## src/core/flash_host_pkg.sv

```systemverilog
package flash_host_pkg;

	// ----------------------------------------------------------------
	// Timing
	// ----------------------------------------------------------------
	localparam int CLK_NS       = 50;
	localparam int T_STROBE_NS  = 70;
	localparam int T_ACCESS_NS  = 150;
	localparam int T_RECOVER_NS = 50;

	// A least time rounds up and never falls below one cycle.
	function automatic logic [3:0] cyc_of(input int ns);
		int c;
		c = (ns + CLK_NS - 1) / CLK_NS;
		return (c < 1) ? 4'h1 : 4'(c);
	endfunction

	localparam logic [3:0] STROBE_CYC  = cyc_of(T_STROBE_NS);
	localparam logic [3:0] ACCESS_CYC  = cyc_of(T_ACCESS_NS);
	localparam logic [3:0] RECOVER_CYC = cyc_of(T_RECOVER_NS);

	// ----------------------------------------------------------------
	// Flash geometry and device commands
	// ----------------------------------------------------------------
	localparam int ADDR_W    = 24;
	localparam int BLOCK_LSB = 16;
	localparam int BLK_W     = ADDR_W - BLOCK_LSB;
	localparam logic [7:0] CMD_CLEAR_STATUS  = 8'h50;
	// Set these from the part's command table.
	localparam logic [7:0] CMD_ERASE_SETUP   = 8'h20;
	localparam logic [7:0] CMD_ERASE_CONFIRM = 8'hd0;
	localparam logic [7:0] CMD_ERASE_SUSPEND = 8'hb0;
	localparam logic [7:0] CMD_ERASE_RESUME  = 8'hd0;
	localparam logic [7:0] CMD_PROGRAM_SETUP = 8'h40;
	localparam logic [7:0] CMD_READ_ARRAY    = 8'hff;
	localparam logic [7:0] CMD_READ_STATUS   = 8'h70;
	localparam logic [7:0] CMD_BUFFER_SETUP  = 8'he8;

	// ----------------------------------------------------------------
	// Status byte bits
	// ----------------------------------------------------------------
	localparam int SR_READY  = 7;
	localparam int SR_ESUSP  = 6;
	localparam int SR_EERR   = 5;
	localparam int BUF_FREE_BIT = 7;

	// ----------------------------------------------------------------
	// Software register map
	// ----------------------------------------------------------------
	localparam logic [7:0] REG_CTRL   = 8'h00;
	localparam logic [7:0] REG_ADDR   = 8'h04;
	localparam logic [7:0] REG_DATA   = 8'h08;
	localparam logic [7:0] REG_STATUS = 8'h0c;
	localparam int ST_BUSY    = 0;
	localparam int ST_REFUSED = 1;
	localparam int ST_SUSP    = 2;
	localparam int ST_ERASING = 3;
	localparam int ST_EERR    = 4;
	localparam int ST_BUF     = 5;
	localparam int ST_PIN     = 6;
	localparam int ST_SR_LSB  = 8;

	typedef enum logic [2:0] {
		OP_POLL    = 3'h0,
		OP_ERASE   = 3'h1,
		OP_SUSPEND = 3'h2,
		OP_RESUME  = 3'h3,
		OP_CLEAR   = 3'h4,
		OP_PROGRAM = 3'h5,
		OP_READ    = 3'h6,
		OP_BUF_QUERY = 3'h7
	} op_t;

	typedef enum logic [1:0] {
		PH_IDLE = 2'b00,
		PH_ACT  = 2'b01,
		PH_REC  = 2'b11
	} phase_t;

	typedef enum logic [2:0] {
		S_IDLE = 3'b000,
		S_CMD1 = 3'b001,
		S_CMD2 = 3'b011,
		S_TAIL = 3'b010,
		S_POLL = 3'b110,
		S_READ = 3'b111
	} seq_t;

	typedef enum logic [1:0] {
		T_NONE = 2'h0,
		T_POLL = 2'h1,
		T_READ = 2'h2
	} tail_t;

endpackage

```

## src/core/pin_cycle_if.sv

```systemverilog
`timescale 1ns/10ps
`default_nettype none

interface pin_cycle_if;
	import flash_host_pkg::*;
	logic              req;
	logic              wr;
	logic [ADDR_W-1:0] addr;
	logic [7:0]        wdata;
	logic              done;
	logic [7:0]        rdata;
	modport ctl (output req, output wr, output addr, output wdata,
		input done, input rdata);
	modport eng (input req, input wr, input addr, input wdata,
		output done, output rdata);
endinterface

`default_nettype wire

```

## src/core/flash_erase_host.sv

```systemverilog
// How it works
// RL1 - Device reports buffer free in top extended bit.
// RL2 - Host masks the seven reserved extended bits.
// RL3 - Error flags stay set until clear status.
// RL4 - Code 50H clears flags regardless of supply.
// RL5 - Clear status only when idle or suspended.
// RL6 - Erase is setup plus confirm, same block.
// RL7 - Finished erase leaves block all ones.
// RL8 - After erase confirm, reads return status.
// RL9 - Erase done seen on pin and ready flag.
// RL10 - Status refreshes only when an enable toggles.
// RL11 - Host checks erase error, clears before retrying.
// RL12 - Bad confirm sets program and erase errors.
// RL13 - Low supply sets supply and erase errors.
// RL14 - Locked block aborts erase, sets lock error.
// RL15 - Suspend pauses erase; reads return status.
// RL16 - Suspended: ready and suspended flags set, pin high.
// RL17 - Suspended: read or program other blocks only.
// RL18 - Programming in suspend: ready low, suspended stays.
// RL19 - Program in suspend may itself suspend, resume.
// RL20 - Suspended: only listed commands are accepted.
// RL21 - Resume continues erase, clears ready and suspended.
// RL22 - Resume only after suspend-time program finished.
// RL23 - Lock flag reads one only after lock abort.
// RL24 - Erase opcodes come from the command table.
//
// Implementation choices: the address-and-strobe port and the address map.
`timescale 1ns/10ps
`default_nettype none

module flash_erase_host
	import flash_host_pkg::*;
(
	// Clock and reset.
	input  wire logic              ref_clk,
	input  wire logic              arst_n,
	// Software register port.
	input  wire logic [7:0]        reg_addr,
	input  wire logic [31:0]       reg_wdata,
	input  wire logic              reg_wr,
	input  wire logic              reg_rd,
	output logic [31:0]            reg_rdata,
	// Flash pins.
	output logic [ADDR_W-1:0]      flash_addr,
	output logic [7:0]             dq_out,
	output logic                   dq_oe_n,
	input  wire logic [7:0]        dq_in,
	output logic                   ce_n,
	output logic                   oe_n,
	output logic                   we_n,
	input  wire logic              ready_status_pin
);

	typedef struct packed {
		seq_t              seq;
		op_t               op;
		tail_t             tail;
		logic              two_wr;
		logic [7:0]        c2;
		logic              req;
		logic              wr;
		logic [7:0]        wdata;
		logic [ADDR_W-1:0] addr;
		logic [7:0]        data;
		logic              refused;
		logic              erasing;
		logic              susp;
		logic [BLK_W-1:0]  erase_blk;
		logic              eerr;
		logic              buf_free;
		logic              pin;
		logic [7:0]        sr;
		logic [31:0]       rdata;
	} host_t;

	function automatic logic [BLK_W-1:0] blk_of(input logic [ADDR_W-1:0] a);
		return a[ADDR_W-1:BLOCK_LSB];
	endfunction

	host_t       s;
	host_t       n;
	pin_cycle_if cyc ();
	op_t         ctl_op;
	logic        ctl_wr;
	logic        other_blk;
	logic        ok;

	flash_pin_cycle u_cycle (
		.ref_clk    (ref_clk),
		.arst_n     (arst_n),
		.cyc        (cyc.eng),
		.flash_addr (flash_addr),
		.dq_out     (dq_out),
		.dq_oe_n    (dq_oe_n),
		.dq_in      (dq_in),
		.ce_n       (ce_n),
		.oe_n       (oe_n),
		.we_n       (we_n)
	);

	assign cyc.req = s.req;
	assign cyc.wr = s.wr;
	assign cyc.addr = s.addr;
	assign cyc.wdata = s.wdata;
	assign ctl_op = op_t'(reg_wdata[2:0]);
	assign ctl_wr = reg_wr && (reg_addr == REG_CTRL);
	assign other_blk = blk_of(s.addr) != s.erase_blk;

	// ----------------------------------------------------------------
	// Which orders the flash may take in the present state
	// ----------------------------------------------------------------
	always_comb begin
		unique case (ctl_op)
			OP_ERASE:   ok = !s.erasing && !s.eerr; // [RL11]
			OP_SUSPEND: ok = s.erasing && !s.susp;
			OP_RESUME:  ok = s.susp; // [RL22]
			OP_CLEAR:   ok = !s.erasing || s.susp; // [RL5]
			OP_PROGRAM: ok = !s.eerr && (!s.erasing || (s.susp && other_blk));
			OP_POLL:    ok = 1'b1;
			default:    ok = !s.erasing || (s.susp && other_blk); // [RL17]
		endcase
	end

	// ----------------------------------------------------------------
	// Sequencer and registers
	// ----------------------------------------------------------------
	always_comb begin
		n = s;
		n.req = 1'b0;
		n.rdata = 32'h0;
		n.pin = ready_status_pin;
		if (reg_wr && reg_addr == REG_ADDR && s.seq == S_IDLE) begin
			n.addr = reg_wdata[ADDR_W-1:0];
		end
		if (reg_wr && reg_addr == REG_DATA) begin
			n.data = reg_wdata[7:0];
		end
		if (reg_rd) begin
			unique case (reg_addr)
				REG_ADDR:   n.rdata = 32'(s.addr);
				REG_DATA:   n.rdata = 32'(s.data);
				REG_STATUS: begin
					n.rdata[ST_SR_LSB +: 8] = s.sr;
					n.rdata[ST_BUSY] = s.seq != S_IDLE;
					n.rdata[ST_REFUSED] = s.refused;
					n.rdata[ST_SUSP] = s.susp;
					n.rdata[ST_ERASING] = s.erasing;
					n.rdata[ST_EERR] = s.eerr;
					n.rdata[ST_BUF] = s.buf_free;
					n.rdata[ST_PIN] = s.pin;
				end
				default:    n.rdata = 32'h0;
			endcase
		end
		unique case (s.seq)
			S_IDLE: if (ctl_wr) begin
				// Anything outside the suspend command set is refused. [RL20]
				n.refused = !ok;
				if (ok) begin
					n.op = ctl_op;
					n.seq = S_CMD1;
					n.req = 1'b1;
					n.wr = 1'b1;
					n.two_wr = 1'b0;
					n.tail = T_NONE;
					unique case (ctl_op)
						OP_ERASE: begin
							// Setup and confirm both carry the block address. [RL6] [RL24]
							n.wdata = CMD_ERASE_SETUP;
							n.c2 = CMD_ERASE_CONFIRM;
							n.two_wr = 1'b1;
							n.erase_blk = blk_of(s.addr);
							n.erasing = 1'b1;
						end
						OP_SUSPEND: begin
							n.wdata = CMD_ERASE_SUSPEND;
							n.tail = T_POLL;
						end
						OP_RESUME: begin
							n.wdata = CMD_ERASE_RESUME;
							n.susp = 1'b0;
						end
						OP_CLEAR: begin
							n.wdata = CMD_CLEAR_STATUS; // [RL4]
							n.eerr = 1'b0;
						end
						OP_PROGRAM: begin
							n.wdata = CMD_PROGRAM_SETUP;
							n.c2 = s.data;
							n.two_wr = 1'b1;
							n.tail = T_POLL;
						end
						OP_READ: begin
							n.wdata = CMD_READ_ARRAY;
							n.tail = T_READ;
						end
						OP_BUF_QUERY: begin
							n.wdata = CMD_BUFFER_SETUP;
							n.tail = T_READ;
						end
						default: begin
							n.wdata = CMD_READ_STATUS;
							n.tail = T_POLL;
						end
					endcase
				end
			end
			S_CMD1: if (cyc.done) begin
				n.seq = s.two_wr ? S_CMD2 : S_TAIL;
				n.req = s.two_wr;
				n.wdata = s.c2;
			end
			S_CMD2: if (cyc.done) begin
				n.seq = S_TAIL;
			end
			S_TAIL: begin
				n.seq = (s.tail == T_POLL) ? S_POLL :
					(s.tail == T_READ) ? S_READ : S_IDLE;
				n.req = s.tail != T_NONE;
				n.wr = 1'b0;
			end
			S_POLL: if (cyc.done) begin
				n.sr = cyc.rdata;
				// Keep reading until the ready flag shows. [RL9]
				if (!cyc.rdata[SR_READY]) begin
					n.req = 1'b1;
				end else begin
					n.seq = S_IDLE;
					if (s.erasing && !s.susp) begin
						n.susp = cyc.rdata[SR_ESUSP];
						n.erasing = cyc.rdata[SR_ESUSP];
						n.eerr = cyc.rdata[SR_EERR]; // [RL11]
					end
				end
			end
			S_READ: if (cyc.done) begin
				n.seq = S_IDLE;
				if (s.op == OP_BUF_QUERY) begin
					n.buf_free = cyc.rdata[BUF_FREE_BIT]; // [RL2]
				end else begin
					n.data = cyc.rdata;
				end
			end
			default: n.seq = S_IDLE;
		endcase
	end

	always_ff @(posedge ref_clk or negedge arst_n) begin
		if (!arst_n) begin
			s <= '{seq: S_IDLE, op: OP_POLL, tail: T_NONE, default: '0};
		end else begin
			s <= n;
		end
	end

	assign reg_rdata = s.rdata;

	// ----------------------------------------------------------------
	// Checks
	// ----------------------------------------------------------------
	clear_when_idle_a: assert property (@(posedge ref_clk) disable iff (!arst_n) // [RL5]
		s.req && s.wr && s.seq == S_CMD1 && s.op == OP_CLEAR
		|-> s.wdata == CMD_CLEAR_STATUS && (!s.erasing || s.susp))
		else $error("clear status sent while the erase runs");
	erase_confirm_a: assert property (@(posedge ref_clk) disable iff (!arst_n) // [RL6]
		s.req && s.seq == S_CMD2 && s.op == OP_ERASE
		|-> s.wdata == CMD_ERASE_CONFIRM && blk_of(s.addr) == s.erase_blk)
		else $error("erase confirm wrong or in another block");
	buf_mask_a: assert property (@(posedge ref_clk) disable iff (!arst_n) // [RL2]
		s.seq == S_READ && cyc.done && s.op == OP_BUF_QUERY
		|=> s.buf_free == $past(cyc.rdata[BUF_FREE_BIT]) && s.seq == S_IDLE)
		else $error("buffer free bit not taken from the top bit");
	erase_after_err_a: assert property (@(posedge ref_clk) disable iff (!arst_n) // [RL11]
		s.eerr && s.seq == S_IDLE && ctl_wr && ctl_op == OP_ERASE
		|=> s.refused && s.seq == S_IDLE)
		else $error("erase taken before the error was cleared");
	suspend_set_a: assert property (@(posedge ref_clk) disable iff (!arst_n) // [RL20]
		s.susp && s.seq == S_IDLE && ctl_wr && ctl_op == OP_ERASE
		|=> s.refused && s.seq == S_IDLE)
		else $error("erase taken while suspended");
	resume_order_a: assert property (@(posedge ref_clk) disable iff (!arst_n) // [RL22]
		s.req && s.wr && s.seq == S_CMD1 && s.op == OP_RESUME
		|-> $past(s.seq, 2) == S_IDLE && $past(s.susp) && !s.susp && s.erasing)
		else $error("resume sent with a program still running");
	status_read_a: assert property (@(posedge ref_clk) disable iff (!arst_n)
		reg_rd && reg_addr == REG_STATUS
		|=> reg_rdata[ST_SR_LSB +: 8] == $past(s.sr) ##1 reg_rdata == 32'h0
		|| $past(reg_rd))
		else $error("status word not shown for one cycle");
	poll_ends_a: assert property (@(posedge ref_clk) disable iff (!arst_n) // [RL9]
		s.seq == S_POLL && cyc.done && cyc.rdata[SR_READY] |=> s.seq == S_IDLE)
		else $error("poll ran past a ready status");

endmodule

`default_nettype wire

```

## src/core/flash_pin_cycle.sv

```systemverilog
`timescale 1ns/10ps
`default_nettype none

module flash_pin_cycle
	import flash_host_pkg::*;
(
	// Clock and reset.
	input  wire logic              ref_clk,
	input  wire logic              arst_n,
	// Cycle requests.
	pin_cycle_if.eng               cyc,
	// Flash pins.
	output logic [ADDR_W-1:0]      flash_addr,
	output logic [7:0]             dq_out,
	output logic                   dq_oe_n,
	input  wire logic [7:0]        dq_in,
	output logic                   ce_n,
	output logic                   oe_n,
	output logic                   we_n
);

	typedef struct packed {
		phase_t            phase;
		logic [3:0]        cnt;
		logic              wr;
		logic [ADDR_W-1:0] addr;
		logic [7:0]        wdata;
		logic              dq_oe_n;
		logic              ce_n;
		logic              oe_n;
		logic              we_n;
		logic              done;
		logic [7:0]        rdata;
	} eng_t;

	eng_t s;
	eng_t n;

	// ----------------------------------------------------------------
	// One bus cycle: strobe, then recovery with all strobes high
	// ----------------------------------------------------------------
	always_comb begin
		n = s;
		n.done = 1'b0;
		unique case (s.phase)
			PH_IDLE: if (cyc.req) begin
				n.phase = PH_ACT;
				n.wr = cyc.wr;
				n.addr = cyc.addr;
				n.wdata = cyc.wdata;
				n.ce_n = 1'b0;
				n.we_n = !cyc.wr;
				n.oe_n = cyc.wr;
				n.dq_oe_n = !cyc.wr;
				n.cnt = cyc.wr ? STROBE_CYC : ACCESS_CYC;
			end
			PH_ACT: if (s.cnt == 4'h1) begin
				// Each read ends with enables high, so the next read refreshes status. [RL10]
				n.phase = PH_REC;
				n.ce_n = 1'b1;
				n.oe_n = 1'b1;
				n.we_n = 1'b1;
				n.cnt = RECOVER_CYC;
				if (!s.wr) begin
					n.rdata = dq_in;
				end
			end else begin
				n.cnt = s.cnt - 4'h1;
			end
			PH_REC: if (s.cnt == 4'h1) begin
				n.phase = PH_IDLE;
				n.dq_oe_n = 1'b1;
				n.done = 1'b1;
			end else begin
				n.cnt = s.cnt - 4'h1;
			end
			default: n.phase = PH_IDLE;
		endcase
	end

	always_ff @(posedge ref_clk or negedge arst_n) begin
		if (!arst_n) begin
			s <= '{phase: PH_IDLE, dq_oe_n: 1'b1, ce_n: 1'b1, oe_n: 1'b1,
				we_n: 1'b1, default: '0};
		end else begin
			s <= n;
		end
	end

	assign flash_addr = s.addr;
	assign dq_out = s.wdata;
	assign dq_oe_n = s.dq_oe_n;
	assign ce_n = s.ce_n;
	assign oe_n = s.oe_n;
	assign we_n = s.we_n;
	assign cyc.done = s.done;
	assign cyc.rdata = s.rdata;

	// ----------------------------------------------------------------
	// Checks
	// ----------------------------------------------------------------
	oe_toggle_a: assert property (@(posedge ref_clk) disable iff (!arst_n) // [RL10]
		$fell(oe_n) |-> !oe_n [*3] ##1 oe_n)
		else $error("output enable not released after a read");
	we_width_a: assert property (@(posedge ref_clk) disable iff (!arst_n)
		$fell(we_n) |-> !we_n ##1 !we_n ##1 we_n)
		else $error("write strobe width wrong");
	data_drive_a: assert property (@(posedge ref_clk) disable iff (!arst_n)
		!we_n |-> !dq_oe_n && oe_n)
		else $error("data not driven during write strobe");

endmodule

`default_nettype wire

```

## config.mk

```make
export PLATFORM = sky130hd
export DESIGN_NAME = flash_erase_host
export DESIGN_NICKNAME = d
export VERILOG_FILES = /design/src/core/flash_host_pkg.sv /design/src/core/pin_cycle_if.sv /design/src/core/flash_erase_host.sv /design/src/core/flash_pin_cycle.sv
export SDC_FILE = /design/constraint.sdc
export NUM_CORES = 1
export LEC_CHECK = 0
export ABC_AREA = 1
export BUFFER_PORTS_ARGS = -buffer_cell sky130_fd_sc_hd__buf_2
export CAP_MARGIN = 10
export CORE_ASPECT_RATIO = 0.6
export CORE_MARGIN = 2
export CORE_UTILIZATION = 45
export CTS_CLUSTER_DIAMETER = 60
export DETAILED_ROUTE_END_ITERATION = 10
export HOLD_SLACK_MARGIN = 0.12
export PLACE_DENSITY = 0.64
export SETUP_SLACK_MARGIN = 0.3
export SLEW_MARGIN = 20
export SYNTH_ARGS = -nofsm -noshare
export SYNTH_HDL_FRONTEND = slang
export SYNTH_SLANG_ARGS = --single-unit
```

## constraint.sdc

```tcl
create_clock -name ref_clk -period 4.2 [get_ports ref_clk]
set_input_delay 0.63 -clock ref_clk [delete_from_list [all_inputs] [get_ports ref_clk]]
set_output_delay 0.63 -clock ref_clk [all_outputs]
set_load 0.05 [all_outputs]
```

==> out/metrics.cfg <==
[route]
vias_per_cell=5.04
vias=5690
firstDrtPassIters=5
ant_nets=0
routed_wl_mm=17.3
drc_errors=0
drt_iter0_drc=460
wl_per_cell_um=15.4

[synth]
syn_avg_cell_area_um2=8.64
seq_area_frac_synth_pct=52.7
synthXorXnorAreaFrac_pct=0.469
synthCells=864
synth_top_family_by_area=simple AND/OR/NAND/NOR gates
synth-seq-cells=157
synthesis.area_um2=7470
synthSimpleGateAreaFrac_pct=20.5
ys.warnings.count=0
synth_compound_area_share_pct=11.8
synth.distinct_cells=46
muxShareOfSynthArea_pct=0.586
synth-adder-area-share_pct=0.670

[sta]
maxSlewHeadroom_pct=31.1
drv_slew=0
holdWs_ns=0.293
fin_skew_ns=0.0164
finalHoldViolCount=0
setup_viol=0
fmax_mhz=402
worst_slew_pin_slew_ns=1.02
rsz0062_at_grt=no
setup_tns_ns=0
post-route-min-period_ns=2.49
min_period_over_period_pct=59.2

[final_layout]
final_cells=1129
nets=964
nFillCells=1596
seqCellArea_um2=3930
fin_util_pct=51.3
multi_input_area_um2=2580
layout-area-overhead-vs-synth_pct=11.4
antenna-diode-count=0
drive_gt1_share_pct=20.7

[clocking]
cts.path.max_buffers=2
post-cts-setup-buffers=0
clock_latency_ns=0.43
cts_hold_buf=0
cts-root-buf=clkbuf_16
cts_resized=0
clk_pin_slew_ns=0.07
clock-sinks=157
cts_inserted_buffers=17
cts_tree=yes
h-tree-depth=4

[place]
io_buffers=104
dp_hpwl_mm=12.5
placed_cells=1097
gp_congestion=0.920

[global_routing]
grt_pass1_wl_mm=27.9
overflow=0
grt_max_degree=100
grt_pass1_vias=5220
track_usage_pct=20.5
antenna_found_initial=0

[die]
fp.dieW_um=170
coreArea_um2=16200
row_count=36
initial_core_util_pct=46.0
dieArea_um2=17700
die-height_um=104
ioPinCount=121

[critical_path]
path_class=register to register
cp-end-kind=register
worstPathArrival_ns=2.75
critPathRequiredTime_ns=4.46
crit_path_max_fanout=48
start_kind=register

[power]
power_uw=3470
p_per_area_nw_per_um2=418
p_leak_uw=0.00425
vdd_ir_drop_max_v=0.000226

[run]
cap_violations=0

[worst_hold_path]
hold_class=input port to async pin

[outcome]
status=completed

==> routing by layer <==
metal | part of all wire (%) | global-route usage, %
met5 | 0 | 0
met2 | 37 | 25.6
met1 | 55 | 34.4
met3 | 7.7 | 4.85
met4 | 0.78 | 4.95
==> critical path: stages (launching register included) <==
cell and delay, ns:
dfrtp_1 0.46, nor3_4 0.55, nand3_2 0.83, nor2_1 0.41, a21oi_1 0.07
==> area by class of cell <==
cell class	count	area share, %
sequential	157	47.3
multi-input combinational	524	31.1
timing repair buffer	110	7.03
clock buffer	18	5.16
inverter	97	4.42
tap	209	3.14
clock inverter	14	1.87
==> synth_stat cells, drive strengths merged <==
cell type,n,area [µm²]
dfstp,4,105
nand3,25,155
o21bai,1,7.51
and3,1,6.26
buf,73,546
ha,4,50.1
o21a,1,7.51
o311ai,1,8.76
a2bb2oi,1,8.76
clkinv,2,8.75
inv,95,359
a31oi,10,62.6
nand2,222,873
o221ai,3,26.3
o211ai,5,37.5
nor2,79,328
o31ai,1,7.51
nand4,7,43.8
xnor2,3,26.3
mux2,3,33.8
clkbuf,20,75.1
dfrtp,153,3830
o21ai,83,487
nor3,14,81.3
nor4,5,46.3
xor2,1,8.76
a21oi,45,225
mux2i,1,10.0
conb,1,3.75
==> stage by stage <==
step | cell area [µm²] | setup slack (ns)
2_1_floorplan | 7490 | 2.17
3_3_place_gp | 7730 | 1.45
3_5_place_dp | 7730 | 1.31
4_1_cts | 8320 | 1.72
5_1_grt | 8320 | 1.49
6_report | 8320 | 1.71
==> cell usage in the layout (no fill, tap or decap), drive strengths merged, types with 2 or more instances in the layout <==
master    instances
nand4             7
nand2           222
clkinv            7
dfrtp           153
o211ai            5
o221ai            3
inv             101
ha                4
xnor2             3
clkbuf           18
a21oi            45
mux2              3
clkinvlp          2
nand3            25
conb              8
dfstp             4
nor3             14
buf             110
nor4              5
a31oi            10
o21ai            83
nor2             79
==> sequential cells by signal (all words and copies together), names as in the netlist <==
| signal | count |
|---|---|
| s | 47 |
| cyc.addr | 24 |
| reg_rdata | 24 |
| u_cycle.flash_addr | 24 |
| cyc.wdata | 8 |
| u_cycle.cyc.rdata | 8 |
| u_cycle.dq_out | 8 |
| u_cycle.s | 7 |
| cyc.req | 1 |
| cyc.wr | 1 |
| u_cycle.ce_n | 1 |
| u_cycle.cyc.done | 1 |
| u_cycle.dq_oe_n | 1 |
| u_cycle.oe_n | 1 |
| u_cycle.we_n | 1 |
==> power by group <==
group	internal [µW]	leakage, µW	switching, µW	total, µW
clock network	842	0.000282	681	1520
logic	96.3	0.00218	225	321
registers	1580	0.00179	52.1	1630
==> path summary, 6_finish.rpt <==
check / depth (start not counted) / end / start / slack (ns)
worst min register to register: 2 / u_cycle.ce_n$_DFFE_PN1P_ / u_cycle.ce_n$_DFFE_PN1P_ / 0.46
min in group ref_clk: 1 / s[40]$_DFF_PN0_ / ready_status_pin / 0.33
worst max-delay path: 4 / cyc.addr[4]$_DFFE_PN0P_ / s[112]$_DFFE_PN0P_ / 1.71
worst min-delay path: 1 / u_cycle.flash_addr[18]$_DFFE_PN0P_ / arst_n / 0.29
worst max register to register: 4 / cyc.addr[4]$_DFFE_PN0P_ / s[112]$_DFFE_PN0P_ / 1.71
max in group asynchronous: 2 / s[104]$_DFFE_PN0P_ / arst_n / 3.05
==> logic make-up (layout without fill, tap and decap cells) <==
family	after synthesis	in the layout
buf+inv	190	239
compound gates	151	151
other cells	1	8
simple gates	353	353
flops	157	157
xor+xnor	4	4
fa+ha+maj	4	4
mux	4	4
Note: power is estimated with default switching activity, not from simulation.
